===== src/relay_bank_regs.svh =====
// offsets, field positions, reset values and timing counts of the relay bank
// assumes byte offsets inside the card's A16 and A24/A32 windows
`ifndef RELAY_BANK_REGS_SVH
`define RELAY_BANK_REGS_SVH
// A16 configuration window: c000h + logical address * 40h
`define A16_CFG_TOP        2'h3
`define OFS_ID             8'h00
`define OFS_DEVTYPE        8'h02
`define OFS_CTRL           8'h04
`define OFS_MEM_BASE       8'h06
`define OFS_IRQ_LEVEL      8'h3e
// relay words on the main board and behind the expansion buffers
`define OFS_RELAY_FIRST    8'h40
`define OFS_RELAY_LAST     8'h4e
`define OFS_EXP_FIRST      8'h50
`define OFS_EXP_LAST       8'h5e
// control register fields
`define CTRL_MEM_EN_BIT    15
`define CTRL_COIL_RD_BIT   1
`define CTRL_CLEAR_BIT     0
// status fields read from the control offset
`define STAT_MODE_LSB      8
`define STAT_FIXED_BIT     3
`define STAT_EXP_BIT       2
// reset values
`define LA_DYNAMIC         8'hff
`define LA_NONE            8'h00
`define IRQ_LEVEL_RST      3'h0
`define CTRL_RST           16'h0000
`define MEM_BASE_RST       16'h0000
`define RELAY_RST          16'h0000
// timing
`define CLK_KHZ            40000
`define BUS_LED_ON_US      50000
`define BUS_LED_CYCLES     ((`BUS_LED_ON_US * `CLK_KHZ) / 1000)
`define EXP_WAIT_CYCLES    4
`endif


===== src/relay_bank_pkg.sv =====
// types shared by the relay bank modules
// assumes the offsets and counts live in relay_bank_regs.svh
package relay_bank_pkg;

  typedef enum logic [4:0] {
    st_idle   = 5'b00001,
    st_decode = 5'b00010,
    st_exp    = 5'b00100,
    st_ack    = 5'b01000,
    st_wait   = 5'b10000
  } bus_state_type;

  typedef enum logic [4:0] {
    mode_single_2x64  = 5'b00001,
    mode_dual_2x32    = 5'b00010,
    mode_single_2x128 = 5'b00100,
    mode_dual_2x64    = 5'b01000,
    mode_quad_2x32    = 5'b10000
  } matrix_mode_type;

endpackage : relay_bank_pkg


===== src/relay_driver_word.sv =====
// one relay driver element: 16-bit readable register, 16 coil drives,
// and a two-stage sampler of the coil levels for read-back
// assumes coil_level pins are asynchronous to ref_clk
`timescale 1ns/100ps
`include "relay_bank_regs.svh"
module relay_driver_word (
  // clock and reset
  input  wire logic        ref_clk,
  input  wire logic        reset_n,
  // register write
  input  wire logic        wr_en,
  input  wire logic [1:0]  wr_be,
  input  wire logic [15:0] wr_data,
  input  wire logic        clear,
  // coil side
  input  wire logic [15:0] coil_level,
  output logic      [15:0] coil_drive_r,
  output logic      [15:0] coil_seen_r
);

  logic [15:0] coil_meta_r;

  // a one energises the coil and closes the relay; each bit stands alone
  always_ff @(posedge ref_clk or negedge reset_n) begin
    if (!reset_n) begin
      coil_drive_r <= `RELAY_RST;
    end else if (clear) begin
      coil_drive_r <= `RELAY_RST;
    end else if (wr_en) begin
      if (wr_be[0]) coil_drive_r[7:0] <= wr_data[7:0];
      if (wr_be[1]) coil_drive_r[15:8] <= wr_data[15:8];
    end
  end

  always_ff @(posedge ref_clk or negedge reset_n) begin
    if (!reset_n) begin
      coil_meta_r <= 16'h0000;
      coil_seen_r <= 16'h0000;
    end else begin
      coil_meta_r <= coil_level;
      coil_seen_r <= coil_meta_r;
    end
  end
endmodule : relay_driver_word


===== src/activity_light.sv =====
// front-panel activity light: lit for a fixed time after each access
// assumes trigger is a one-cycle pulse on ref_clk
`timescale 1ns/100ps
module activity_light #(
  parameter int unsigned ON_CYCLES = 2000000
) (
  // clock and reset
  input  wire logic ref_clk,
  input  wire logic reset_n,
  // trigger and lamp
  input  wire logic trigger,
  output logic      lamp_r
);

  logic [31:0] left_r;

  always_ff @(posedge ref_clk or negedge reset_n) begin
    if (!reset_n) begin
      left_r <= 32'h0000_0000;
    end else if (trigger) begin
      left_r <= ON_CYCLES;
    end else if (left_r != 32'h0000_0000) begin
      left_r <= left_r - 32'h0000_0001;
    end
  end

  always_ff @(posedge ref_clk or negedge reset_n) begin
    if (!reset_n) begin
      lamp_r <= 1'b0;
    end else begin
      lamp_r <= trigger || (left_r > 32'h0000_0001);
    end
  end
endmodule : activity_light


===== src/relay_matrix_control_bank.sv =====
// relay matrix control bank: backplane slave, configuration registers and
// eight relay driver words, with forwarding to the expansion board
// assumes all backplane pins, switches and jumpers are asynchronous
`timescale 1ns/100ps
`include "relay_bank_regs.svh"
module relay_matrix_control_bank #(
  parameter int unsigned WORDS      = 8,
  parameter logic [15:0] ID_WORD    = 16'hcabc, // arbitrary value
  parameter logic [15:0] DEVTYPE    = 16'hf123, // arbitrary value
  parameter bit          MEM_A32    = 1'b0,
  parameter int unsigned LED_CYCLES = `BUS_LED_CYCLES
) (
  // clock and reset
  input  wire logic               ref_clk,
  input  wire logic               reset_n,
  // backplane cycle
  input  wire logic               as_n,
  input  wire logic [1:0]         ds_n,
  input  wire logic               write_n,
  input  wire logic [5:0]         am,
  input  wire logic [31:1]        addr,
  input  wire logic [15:0]        data_i,
  output logic      [15:0]        data_o,
  output logic                    data_oe,
  output logic                    dtack_n_o,
  output logic                    dtack_oe,
  // switches and jumpers
  input  wire logic [7:0]         la_switch,
  input  wire logic [1:0]         matrix_jumper,
  // expansion board buffers
  input  wire logic               exp_present,
  input  wire logic [15:0]        exp_rdata,
  output logic                    exp_sel_r,
  output logic                    exp_we_r,
  output logic [1:0]              exp_be_r,
  output logic [3:0]              exp_index_r,
  output logic [15:0]             exp_wdata_r,
  // relays
  input  wire logic [WORDS*16-1:0] coil_level,
  output logic      [WORDS*16-1:0] relay_coil,
  // indicators and settings
  output logic [2:0]              irq_level_r,
  output logic [4:0]              matrix_mode_r,
  output logic                    bus_light,
  output logic                    power_indicator_r
);

  localparam int unsigned SW = 84;

  relay_bank_pkg::bus_state_type st_r;
  logic [SW-1:0] pin_meta_r;
  logic [SW-1:0] pin_r;
  logic          s_as_n;
  logic [1:0]    s_ds_n;
  logic          s_write_n;
  logic [5:0]    s_am;
  logic [31:1]   s_addr;
  logic [15:0]   s_data;
  logic [7:0]    s_la;
  logic [1:0]    s_jumper;
  logic          s_exp;
  logic [15:0]   s_exp_rdata;
  logic [1:0]    strap_cnt_r;
  logic          strap_done_r;
  logic          fixed_address_setup_r;
  logic          assigned_address_setup;
  logic [7:0]    la_r;
  logic [15:0]   ctrl_r;
  logic [15:0]   mem_base_r;
  logic          am_a16;
  logic          am_a24;
  logic          am_a32;
  logic          hit_cfg;
  logic          hit_mem;
  logic [7:0]    ofs;
  logic          hit_relay;
  logic          hit_exp;
  logic          hit_local;
  logic          rd_req;
  logic          wr_req;
  logic [1:0]    be;
  logic [2:0]    word_idx;
  logic [2:0]    exp_cnt_r;
  logic [15:0]   rd_mux;
  logic [WORDS-1:0]    word_wr;
  logic [WORDS*16-1:0] coil_seen;
  logic          access_pulse;

  // every backplane and board pin passes two flops before use
  always_ff @(posedge ref_clk or negedge reset_n) begin
    if (!reset_n) begin
      pin_meta_r <= '1;
      pin_r      <= '1;
    end else begin
      pin_meta_r <= {as_n, ds_n, write_n, am, addr, data_i,
                     la_switch, matrix_jumper, exp_present, exp_rdata};
      pin_r      <= pin_meta_r;
    end
  end

  assign {s_as_n, s_ds_n, s_write_n, s_am, s_addr, s_data,
          s_la, s_jumper, s_exp, s_exp_rdata} = pin_r;

  // switches are caught once the synchroniser has filled after reset
  always_ff @(posedge ref_clk or negedge reset_n) begin
    if (!reset_n) begin
      strap_cnt_r  <= 2'h0;
      strap_done_r <= 1'b0;
    end else if (!strap_done_r) begin
      strap_cnt_r  <= strap_cnt_r + 2'h1;
      strap_done_r <= (strap_cnt_r == 2'h2);
    end
  end

  assign assigned_address_setup = !fixed_address_setup_r;

  // logical address: fixed by switches, or handed over by the manager
  always_ff @(posedge ref_clk or negedge reset_n) begin
    if (!reset_n) begin
      la_r                  <= `LA_DYNAMIC;
      fixed_address_setup_r <= 1'b0;
    end else if (!strap_done_r) begin
      la_r                  <= s_la;
      fixed_address_setup_r <= (s_la != `LA_DYNAMIC) && (s_la != `LA_NONE);
    end else if (st_r == relay_bank_pkg::st_decode && hit_cfg && wr_req &&
                 ofs == `OFS_ID && assigned_address_setup && be[0]) begin
      la_r <= s_data[7:0];
    end
  end

  // address modifier classes
  always_comb begin
    am_a16 = (s_am == 6'h29) || (s_am == 6'h2d);
    am_a24 = (s_am == 6'h39) || (s_am == 6'h3d) || (s_am == 6'h3a) || (s_am == 6'h3e);
    am_a32 = (s_am == 6'h09) || (s_am == 6'h0d) || (s_am == 6'h0a) || (s_am == 6'h0e);
  end

  assign be     = ~s_ds_n;
  assign rd_req = s_write_n;
  assign wr_req = !s_write_n;

  // window decode: configuration space in A16, relay words in A24 or A32
  always_comb begin
    hit_cfg = 1'b0;
    hit_mem = 1'b0;
    ofs     = 8'h00;
    if (am_a16 && s_addr[15:14] == `A16_CFG_TOP && s_addr[13:6] == la_r) begin
      hit_cfg = 1'b1;
      ofs     = {2'h0, s_addr[5:1], 1'b0};
    end else if (!MEM_A32 && am_a24 && ctrl_r[`CTRL_MEM_EN_BIT] &&
                 s_addr[23:8] == mem_base_r) begin
      hit_mem = 1'b1;
      ofs     = {s_addr[7:1], 1'b0};
    end else if (MEM_A32 && am_a32 && ctrl_r[`CTRL_MEM_EN_BIT] &&
                 s_addr[31:16] == mem_base_r && s_addr[15:8] == 8'h00) begin
      hit_mem = 1'b1;
      ofs     = {s_addr[7:1], 1'b0};
    end
  end

  always_comb begin
    hit_relay = hit_mem && ofs >= `OFS_RELAY_FIRST && ofs <= `OFS_RELAY_LAST;
    hit_exp   = hit_mem && s_exp && ofs >= `OFS_EXP_FIRST && ofs <= `OFS_EXP_LAST;
    hit_local = hit_cfg && (ofs == `OFS_ID || ofs == `OFS_DEVTYPE || ofs == `OFS_CTRL ||
                            ofs == `OFS_MEM_BASE || ofs == `OFS_IRQ_LEVEL);
    word_idx  = ofs[3:1];
  end

  // bus cycle sequencer: acknowledge mapped accesses, stay silent otherwise
  always_ff @(posedge ref_clk or negedge reset_n) begin
    if (!reset_n) begin
      st_r <= relay_bank_pkg::st_idle;
    end else begin
      case (st_r)
        relay_bank_pkg::st_idle: begin
          if (strap_done_r && !s_as_n && s_ds_n != 2'h3) st_r <= relay_bank_pkg::st_decode;
        end
        relay_bank_pkg::st_decode: begin
          if (hit_exp) st_r <= relay_bank_pkg::st_exp;
          else if (hit_relay || hit_local) st_r <= relay_bank_pkg::st_ack;
          else st_r <= relay_bank_pkg::st_wait;
        end
        relay_bank_pkg::st_exp: begin
          if (exp_cnt_r == 3'h0) st_r <= relay_bank_pkg::st_ack;
        end
        relay_bank_pkg::st_ack: begin
          if (s_ds_n == 2'h3) st_r <= relay_bank_pkg::st_idle;
        end
        relay_bank_pkg::st_wait: begin
          if (s_ds_n == 2'h3) st_r <= relay_bank_pkg::st_idle;
        end
        default: st_r <= relay_bank_pkg::st_idle;
      endcase
    end
  end

  // expansion board access through the main-board buffers
  always_ff @(posedge ref_clk or negedge reset_n) begin
    if (!reset_n) begin
      exp_sel_r   <= 1'b0;
      exp_we_r    <= 1'b0;
      exp_be_r    <= 2'h0;
      exp_index_r <= 4'h0;
      exp_wdata_r <= 16'h0000;
      exp_cnt_r   <= 3'h0;
    end else if (st_r == relay_bank_pkg::st_decode && hit_exp) begin
      exp_sel_r   <= 1'b1;
      exp_we_r    <= wr_req;
      exp_be_r    <= be;
      exp_index_r <= {1'b1, word_idx};
      exp_wdata_r <= s_data;
      exp_cnt_r   <= 3'(`EXP_WAIT_CYCLES - 1);
    end else if (st_r == relay_bank_pkg::st_exp && exp_cnt_r != 3'h0) begin
      exp_cnt_r <= exp_cnt_r - 3'h1;
    end else begin
      exp_sel_r <= 1'b0;
      exp_we_r  <= 1'b0;
    end
  end

  // control, memory base and interrupt level registers
  always_ff @(posedge ref_clk or negedge reset_n) begin
    if (!reset_n) begin
      ctrl_r      <= `CTRL_RST;
      mem_base_r  <= `MEM_BASE_RST;
      irq_level_r <= `IRQ_LEVEL_RST;
    end else if (st_r == relay_bank_pkg::st_decode && hit_cfg && wr_req) begin
      if (ofs == `OFS_CTRL) begin
        if (be[0]) ctrl_r[7:0] <= s_data[7:0];
        if (be[1]) ctrl_r[15:8] <= s_data[15:8];
      end else if (ofs == `OFS_MEM_BASE) begin
        if (be[0]) mem_base_r[7:0] <= s_data[7:0];
        if (be[1]) mem_base_r[15:8] <= s_data[15:8];
      end else if (ofs == `OFS_IRQ_LEVEL && be[0]) begin
        irq_level_r <= s_data[2:0];
      end
    end
  end

  // matrix grouping from the jumpers and the expansion board
  always_ff @(posedge ref_clk or negedge reset_n) begin
    if (!reset_n) begin
      matrix_mode_r <= relay_bank_pkg::mode_single_2x64;
    end else if (!s_exp) begin
      matrix_mode_r <= s_jumper[0] ? relay_bank_pkg::mode_dual_2x32
                                   : relay_bank_pkg::mode_single_2x64;
    end else if (s_jumper[0]) begin
      matrix_mode_r <= relay_bank_pkg::mode_quad_2x32;
    end else if (s_jumper[1]) begin
      matrix_mode_r <= relay_bank_pkg::mode_dual_2x64;
    end else begin
      matrix_mode_r <= relay_bank_pkg::mode_single_2x128;
    end
  end

  // words 40h-46h: A/B pins 1-32; from 48h C/D pins 1-32 or A/B pins 33-64
  generate
    for (genvar w = 0; w < WORDS; w++) begin : g_word
      assign word_wr[w] = st_r == relay_bank_pkg::st_decode && hit_relay && wr_req &&
                          word_idx == 3'(w);
      relay_driver_word u_word (
        .ref_clk      (ref_clk),
        .reset_n      (reset_n),
        .wr_en        (word_wr[w]),
        .wr_be        (be),
        .wr_data      (s_data),
        .clear        (ctrl_r[`CTRL_CLEAR_BIT]),
        .coil_level   (coil_level[w*16 +: 16]),
        .coil_drive_r (relay_coil[w*16 +: 16]),
        .coil_seen_r  (coil_seen[w*16 +: 16])
      );
    end
  endgenerate

  // read data: register contents or sampled coil level per control bit
  always_comb begin
    rd_mux = 16'h0000;
    if (hit_relay) begin
      rd_mux = ctrl_r[`CTRL_COIL_RD_BIT] ? coil_seen[word_idx*16 +: 16]
                                         : relay_coil[word_idx*16 +: 16];
    end else if (ofs == `OFS_ID) begin
      rd_mux = ID_WORD;
    end else if (ofs == `OFS_DEVTYPE) begin
      rd_mux = DEVTYPE;
    end else if (ofs == `OFS_CTRL) begin
      rd_mux = ctrl_r;
      rd_mux[12:`STAT_MODE_LSB] = matrix_mode_r;
      rd_mux[`STAT_FIXED_BIT]   = fixed_address_setup_r;
      rd_mux[`STAT_EXP_BIT]     = s_exp;
    end else if (ofs == `OFS_MEM_BASE) begin
      rd_mux = mem_base_r;
    end else if (ofs == `OFS_IRQ_LEVEL) begin
      rd_mux = {13'h0, irq_level_r};
    end
  end

  // bus drivers
  always_ff @(posedge ref_clk or negedge reset_n) begin
    if (!reset_n) begin
      data_o    <= 16'h0000;
      data_oe   <= 1'b0;
      dtack_n_o <= 1'b1;
      dtack_oe  <= 1'b0;
    end else if (st_r == relay_bank_pkg::st_decode && (hit_relay || hit_local)) begin
      data_o    <= rd_mux;
      data_oe   <= rd_req;
      dtack_n_o <= 1'b0;
      dtack_oe  <= 1'b1;
    end else if (st_r == relay_bank_pkg::st_exp && exp_cnt_r == 3'h0) begin
      data_o    <= s_exp_rdata;
      data_oe   <= !exp_we_r;
      dtack_n_o <= 1'b0;
      dtack_oe  <= 1'b1;
    end else if (st_r == relay_bank_pkg::st_ack && s_ds_n == 2'h3) begin
      data_oe   <= 1'b0;
      dtack_n_o <= 1'b1;
      dtack_oe  <= 1'b0;
    end
  end

  assign access_pulse = st_r == relay_bank_pkg::st_decode && (hit_cfg || hit_mem);

  activity_light #(
    .ON_CYCLES (LED_CYCLES)
  ) u_light (
    .ref_clk (ref_clk),
    .reset_n (reset_n),
    .trigger (access_pulse),
    .lamp_r  (bus_light)
  );

  always_ff @(posedge ref_clk or negedge reset_n) begin
    if (!reset_n) begin
      power_indicator_r <= 1'b0;
    end else begin
      power_indicator_r <= 1'b1;
    end
  end
endmodule : relay_matrix_control_bank


===== config.mk =====
export PLATFORM = sky130hd
export DESIGN_NAME = relay_matrix_control_bank
export DESIGN_NICKNAME = d
export VERILOG_FILES = /design/src/relay_bank_pkg.sv /design/src/relay_driver_word.sv /design/src/activity_light.sv /design/src/relay_matrix_control_bank.sv
export VERILOG_INCLUDE_DIRS = /design/src
export SDC_FILE = /design/constraint.sdc
export NUM_CORES = 1
export LEC_CHECK = 0
export BUFFER_PORTS_ARGS = -buffer_cell sky130_fd_sc_hd__clkbuf_2
export CORE_MARGIN = 5
export CORE_UTILIZATION = 55
export CTS_BUF_LIST = sky130_fd_sc_hd__clkbuf_16
export DETAILED_ROUTE_END_ITERATION = 10
export GPL_ROUTABILITY_DRIVEN = 0
export PLACE_DENSITY = 0.76
export RECOVER_POWER = 100
export SLEW_MARGIN = 10
export SYNTH_ARGS = -nofsm -noshare
export SYNTH_HDL_FRONTEND = slang
export SYNTH_SLANG_ARGS = --single-unit

===== constraint.sdc =====
create_clock -name ref_clk -period 3.1 [get_ports ref_clk]
set_input_delay 0.465 -clock ref_clk [delete_from_list [all_inputs] [get_ports ref_clk]]
set_output_delay 0.465 -clock ref_clk [all_outputs]
set_load 0.02 [all_outputs]

==> qor.yml <==
die_h_um: 220
synth_top_family_by_area: "multiplexers"
setup_ws_ps: 65.8
rr_worst_depth: 9
clock_latency_ps: 600
worst_slew_pin_slew_ps: 2110
hold_ws_ps: 35.1
grt_usage_pct: 32.8
hold_class: "in2reg"
synth_xor_area_share_pct: 1.90
cts_inserted_buffers: 66
hold_path_end: "g_word[3].u_word.coil_meta_r[1]$_DFF_PN0_"
ys_warn_count: 0
die-area_um2: 48600
cp_data_arrival_time_ps: 3520
path_buf_inv: 2
maxSlewViolCount: 65
synth_ff_type: "dfrtp_1"
path_clk_slew_ps: 60
drive_gt1_share_pct: 27.0
rsz0062_at_grt: "yes"
io_pins: 395
syn_inst: 1714
vias: 17617
synth-adder-area-share_pct: 0.257
power_leakage_uw: 0.0142
slowest_delay_ps: 570
regToRegSetupSlack_ps: 70
rows: 77
clock-root-buffer: "clkbuf_16"
cts_tree: "yes"
violations: "max-capacitance violations, max-slew violations"
holdPathStages: 1
cp_max_fo: 6
crit_path_cell_trace: "xor2_1 -> nor4_2 -> buf_4 -> nand2_1 -> or3_1 -> nor3_2 -> a21oi_1 -> buf_4 -> mux2_2"
clk_path_buf_depth: 3
fmax_mhz: 330
hold_viol_final: 0
powerDensity_nw_per_um2: 600
viasPerCell: 5.82
path_common_cell: "buf_4"
grt_pass1_wl_mm: 118
wl_mm: 78.8
synth_mux_area_share_pct: 13.3
n_fill_cell: 2916
timing.max_cap.violations: 1
period_minus_slack_ps: 3030
setup_viol: 0
synth_edf_count: 0
antenna_found_initial: 1
grt_pass1_vias: 18777
end_kind: "flip-flop"
synthTopCellsByArea: "dfrtp_1, dfstp_2, mux2_2"
synth-simple-area-share_pct: 8.44
finalCritPeriodShare_pct: 97.9
post-place-ws_ps: -69.5
avgSynthCellArea_um2: 14.2
finalPower_uw: 18800
cpMaxStageDelayCell: "or3_1"
relSlewSlack_pct: -40.8
r2r-start: "pin_r[62]$_DFF_PN1_"
dp_hpwl_mm: 51.3
cp_top_family: "simple AND/OR/NAND/NOR gates"
start_util_pct: 55.3
ys_ff_latch: 664
drc: 0
skew_ps: 29.6
yosysSeqAreaShare_pct: 69.0
worstSetupPathType: "reg2reg"
drt_pass1_iterations: 6
utilization_pct: 71.1
clock_sinks: 664
cp-start-kind: "flip-flop"
syn2layout_area_growth_pct: 28.5
avgRoutedWirePerCell_um: 26.0
r2r_end: "g_word[7].u_word.coil_drive_r[4]$_DFFE_PN0P_"
yosysTopAreaCell: "dfrtp_1"
synth_top_area_share_pct: 51.7
synth_area_um2: 24400
critPathRequiredTime_ps: 3580
synth_top_cells_by_count: "dfrtp_1, dfstp_2, nand2_1"
postRouteAntennaNets: 0
syn_nets: 1933
grt_max_degree: 89
final_nets: 2601
drt_first_iter_violations: 1778
io_buffer_count: 385
outcome: "finished with violations"
die_w_um: 220
yosysMostFrequentCell: "dfrtp_1"
htree_levels: 3
setup_tns_ps: 0
vdd_drop_max_v: 0.000537
overflow: 0
core-area_um2: 44000
async_reset_ff_share_pct: 100
yosysUniqueCellTypes: 73
hold_start: "coil_level[49]"
synth_compound_area_share_pct: 5.80
-- flip-flops by register name (all words and copies together) (netlist names), 8 cells and up --
signal,flops
la_r,8
exp_wdata_r,16
pin_r,75
mem_base_r,16
g_word.u_word.coil_seen_r,128
pin_meta_r,75
g_word.u_word.coil_drive_r,128
g_word.u_word.coil_meta_r,128
u_light.left_r,32
data_o,16
ctrl_r,9
-- routing by layer --
layer  global-route usage (%)  part of all wire, %  wire, um  vias up
li1                         -                    -         -     7397
met3                     8.96                  9.0      7120      261
met4                     14.4                  5.2      4100        2
met2                     53.4                   49     38300      969
met5                        0                0.016        13        -
met1                     41.8                   37     29300     8988
-- cell type report --
class / count / area [um^2] / share of cell area (%)
Timing Repair Buffer: 669 / 4340 / 13.8
Clock inverter: 50 / 337 / 1.07
Antenna cell: 1 / 2.50 / 0.00799
Tap cell: 592 / 741 / 2.37
Sequential cell: 664 / 16800 / 53.7
Multi-Input combinational cell: 971 / 7290 / 23.3
Clock buffer: 70 / 1750 / 5.59
Inverter: 10 / 37.5 / 0.120
-- worst register-to-register path, stage by stage (launching register included) --
cell and delay (ps):
dfstp_2 540, xor2_1 80, nor4_2 350, buf_4 170, nand2_1 90, or3_1 570, nor3_2 430, a21oi_1 170
buf_4 220, mux2_2 300
-- cell usage in the layout, fill, tap and decap left out, types with 64 or more instances in the layout --
cell type      count
buf_4             68
clkbuf_1         247
clkbuf_16         70
clkbuf_2         142
dfrtp_1          501
dfstp_2          146
dlygate4sd3_1    199
mux2_2           131
mux2i_1          118
nand2_1          145
nor2_1           113
o21ai_0           64
-- worst max-delay path by stage --
| stage | from | depth (start not counted) | endpoint |
|---|---|---|---|
| after floorplan | pin_r[57]$_DFF_PN1_ | 8 | g_word[6].u_word.coil_drive_r[10]$_DFFE_PN0P_ |
| after global placement | pin_r[57]$_DFF_PN1_ | 10 | data_o[0]$_DFFE_PN0P_ |
| after detailed placement | pin_r[57]$_DFF_PN1_ | 8 | g_word[7].u_word.coil_drive_r[14]$_DFFE_PN0P_ |
| after CTS | pin_r[57]$_DFF_PN1_ | 9 | g_word[0].u_word.coil_drive_r[12]$_DFFE_PN0P_ |
| after global routing | pin_r[62]$_DFF_PN1_ | 9 | g_word[7].u_word.coil_drive_r[2]$_DFFE_PN0P_ |
| final | pin_r[62]$_DFF_PN1_ | 9 | g_word[7].u_word.coil_drive_r[4]$_DFFE_PN0P_ |
-- stage by stage --
step | cells | cell area (um^2)
after global routing | 3026 | 31300
after global placement | 2707 | 27600
after CTS | 3025 | 31600
after detailed placement | 2707 | 27600
final | 3027 | 31300
after floorplan | 1714 | 24400
-- what timing repair did --
item | 4_1_cts | 5_1_grt
hold buffers | 198 | 1
setup endpoints to repair | 10 | 54
hold endpoints to repair | 231 | 1
gates resized for setup | 4 | 7
setup buffers | 0 | 0
-- report_power, final --
| part | internal, uW | leakage (uW) | switching, uW | total (uW) |
|---|---|---|---|---|
| Sequential | 9220 | 0.00805 | 365 | 9590 |
| Combinational | 617 | 0.00511 | 807 | 1420 |
| Clock | 4420 | 0.00108 | 3360 | 7790 |
-- cell families (layout without fill, tap and decap cells) --
| kind of cell | Yosys count | count (layout) |
|---|---|---|
| other | 1 | 2 |
| AND/OR/NAND/NOR | 428 | 428 |
| flip-flops | 664 | 664 |
| AO/OA/AOI/OAI | 209 | 209 |
| XOR/XNOR | 53 | 53 |
| adder cells (fa/ha/maj) | 5 | 5 |
| multiplexers | 275 | 275 |
| buffers and inverters | 79 | 799 |
Power figures use the tool's default switching activity.
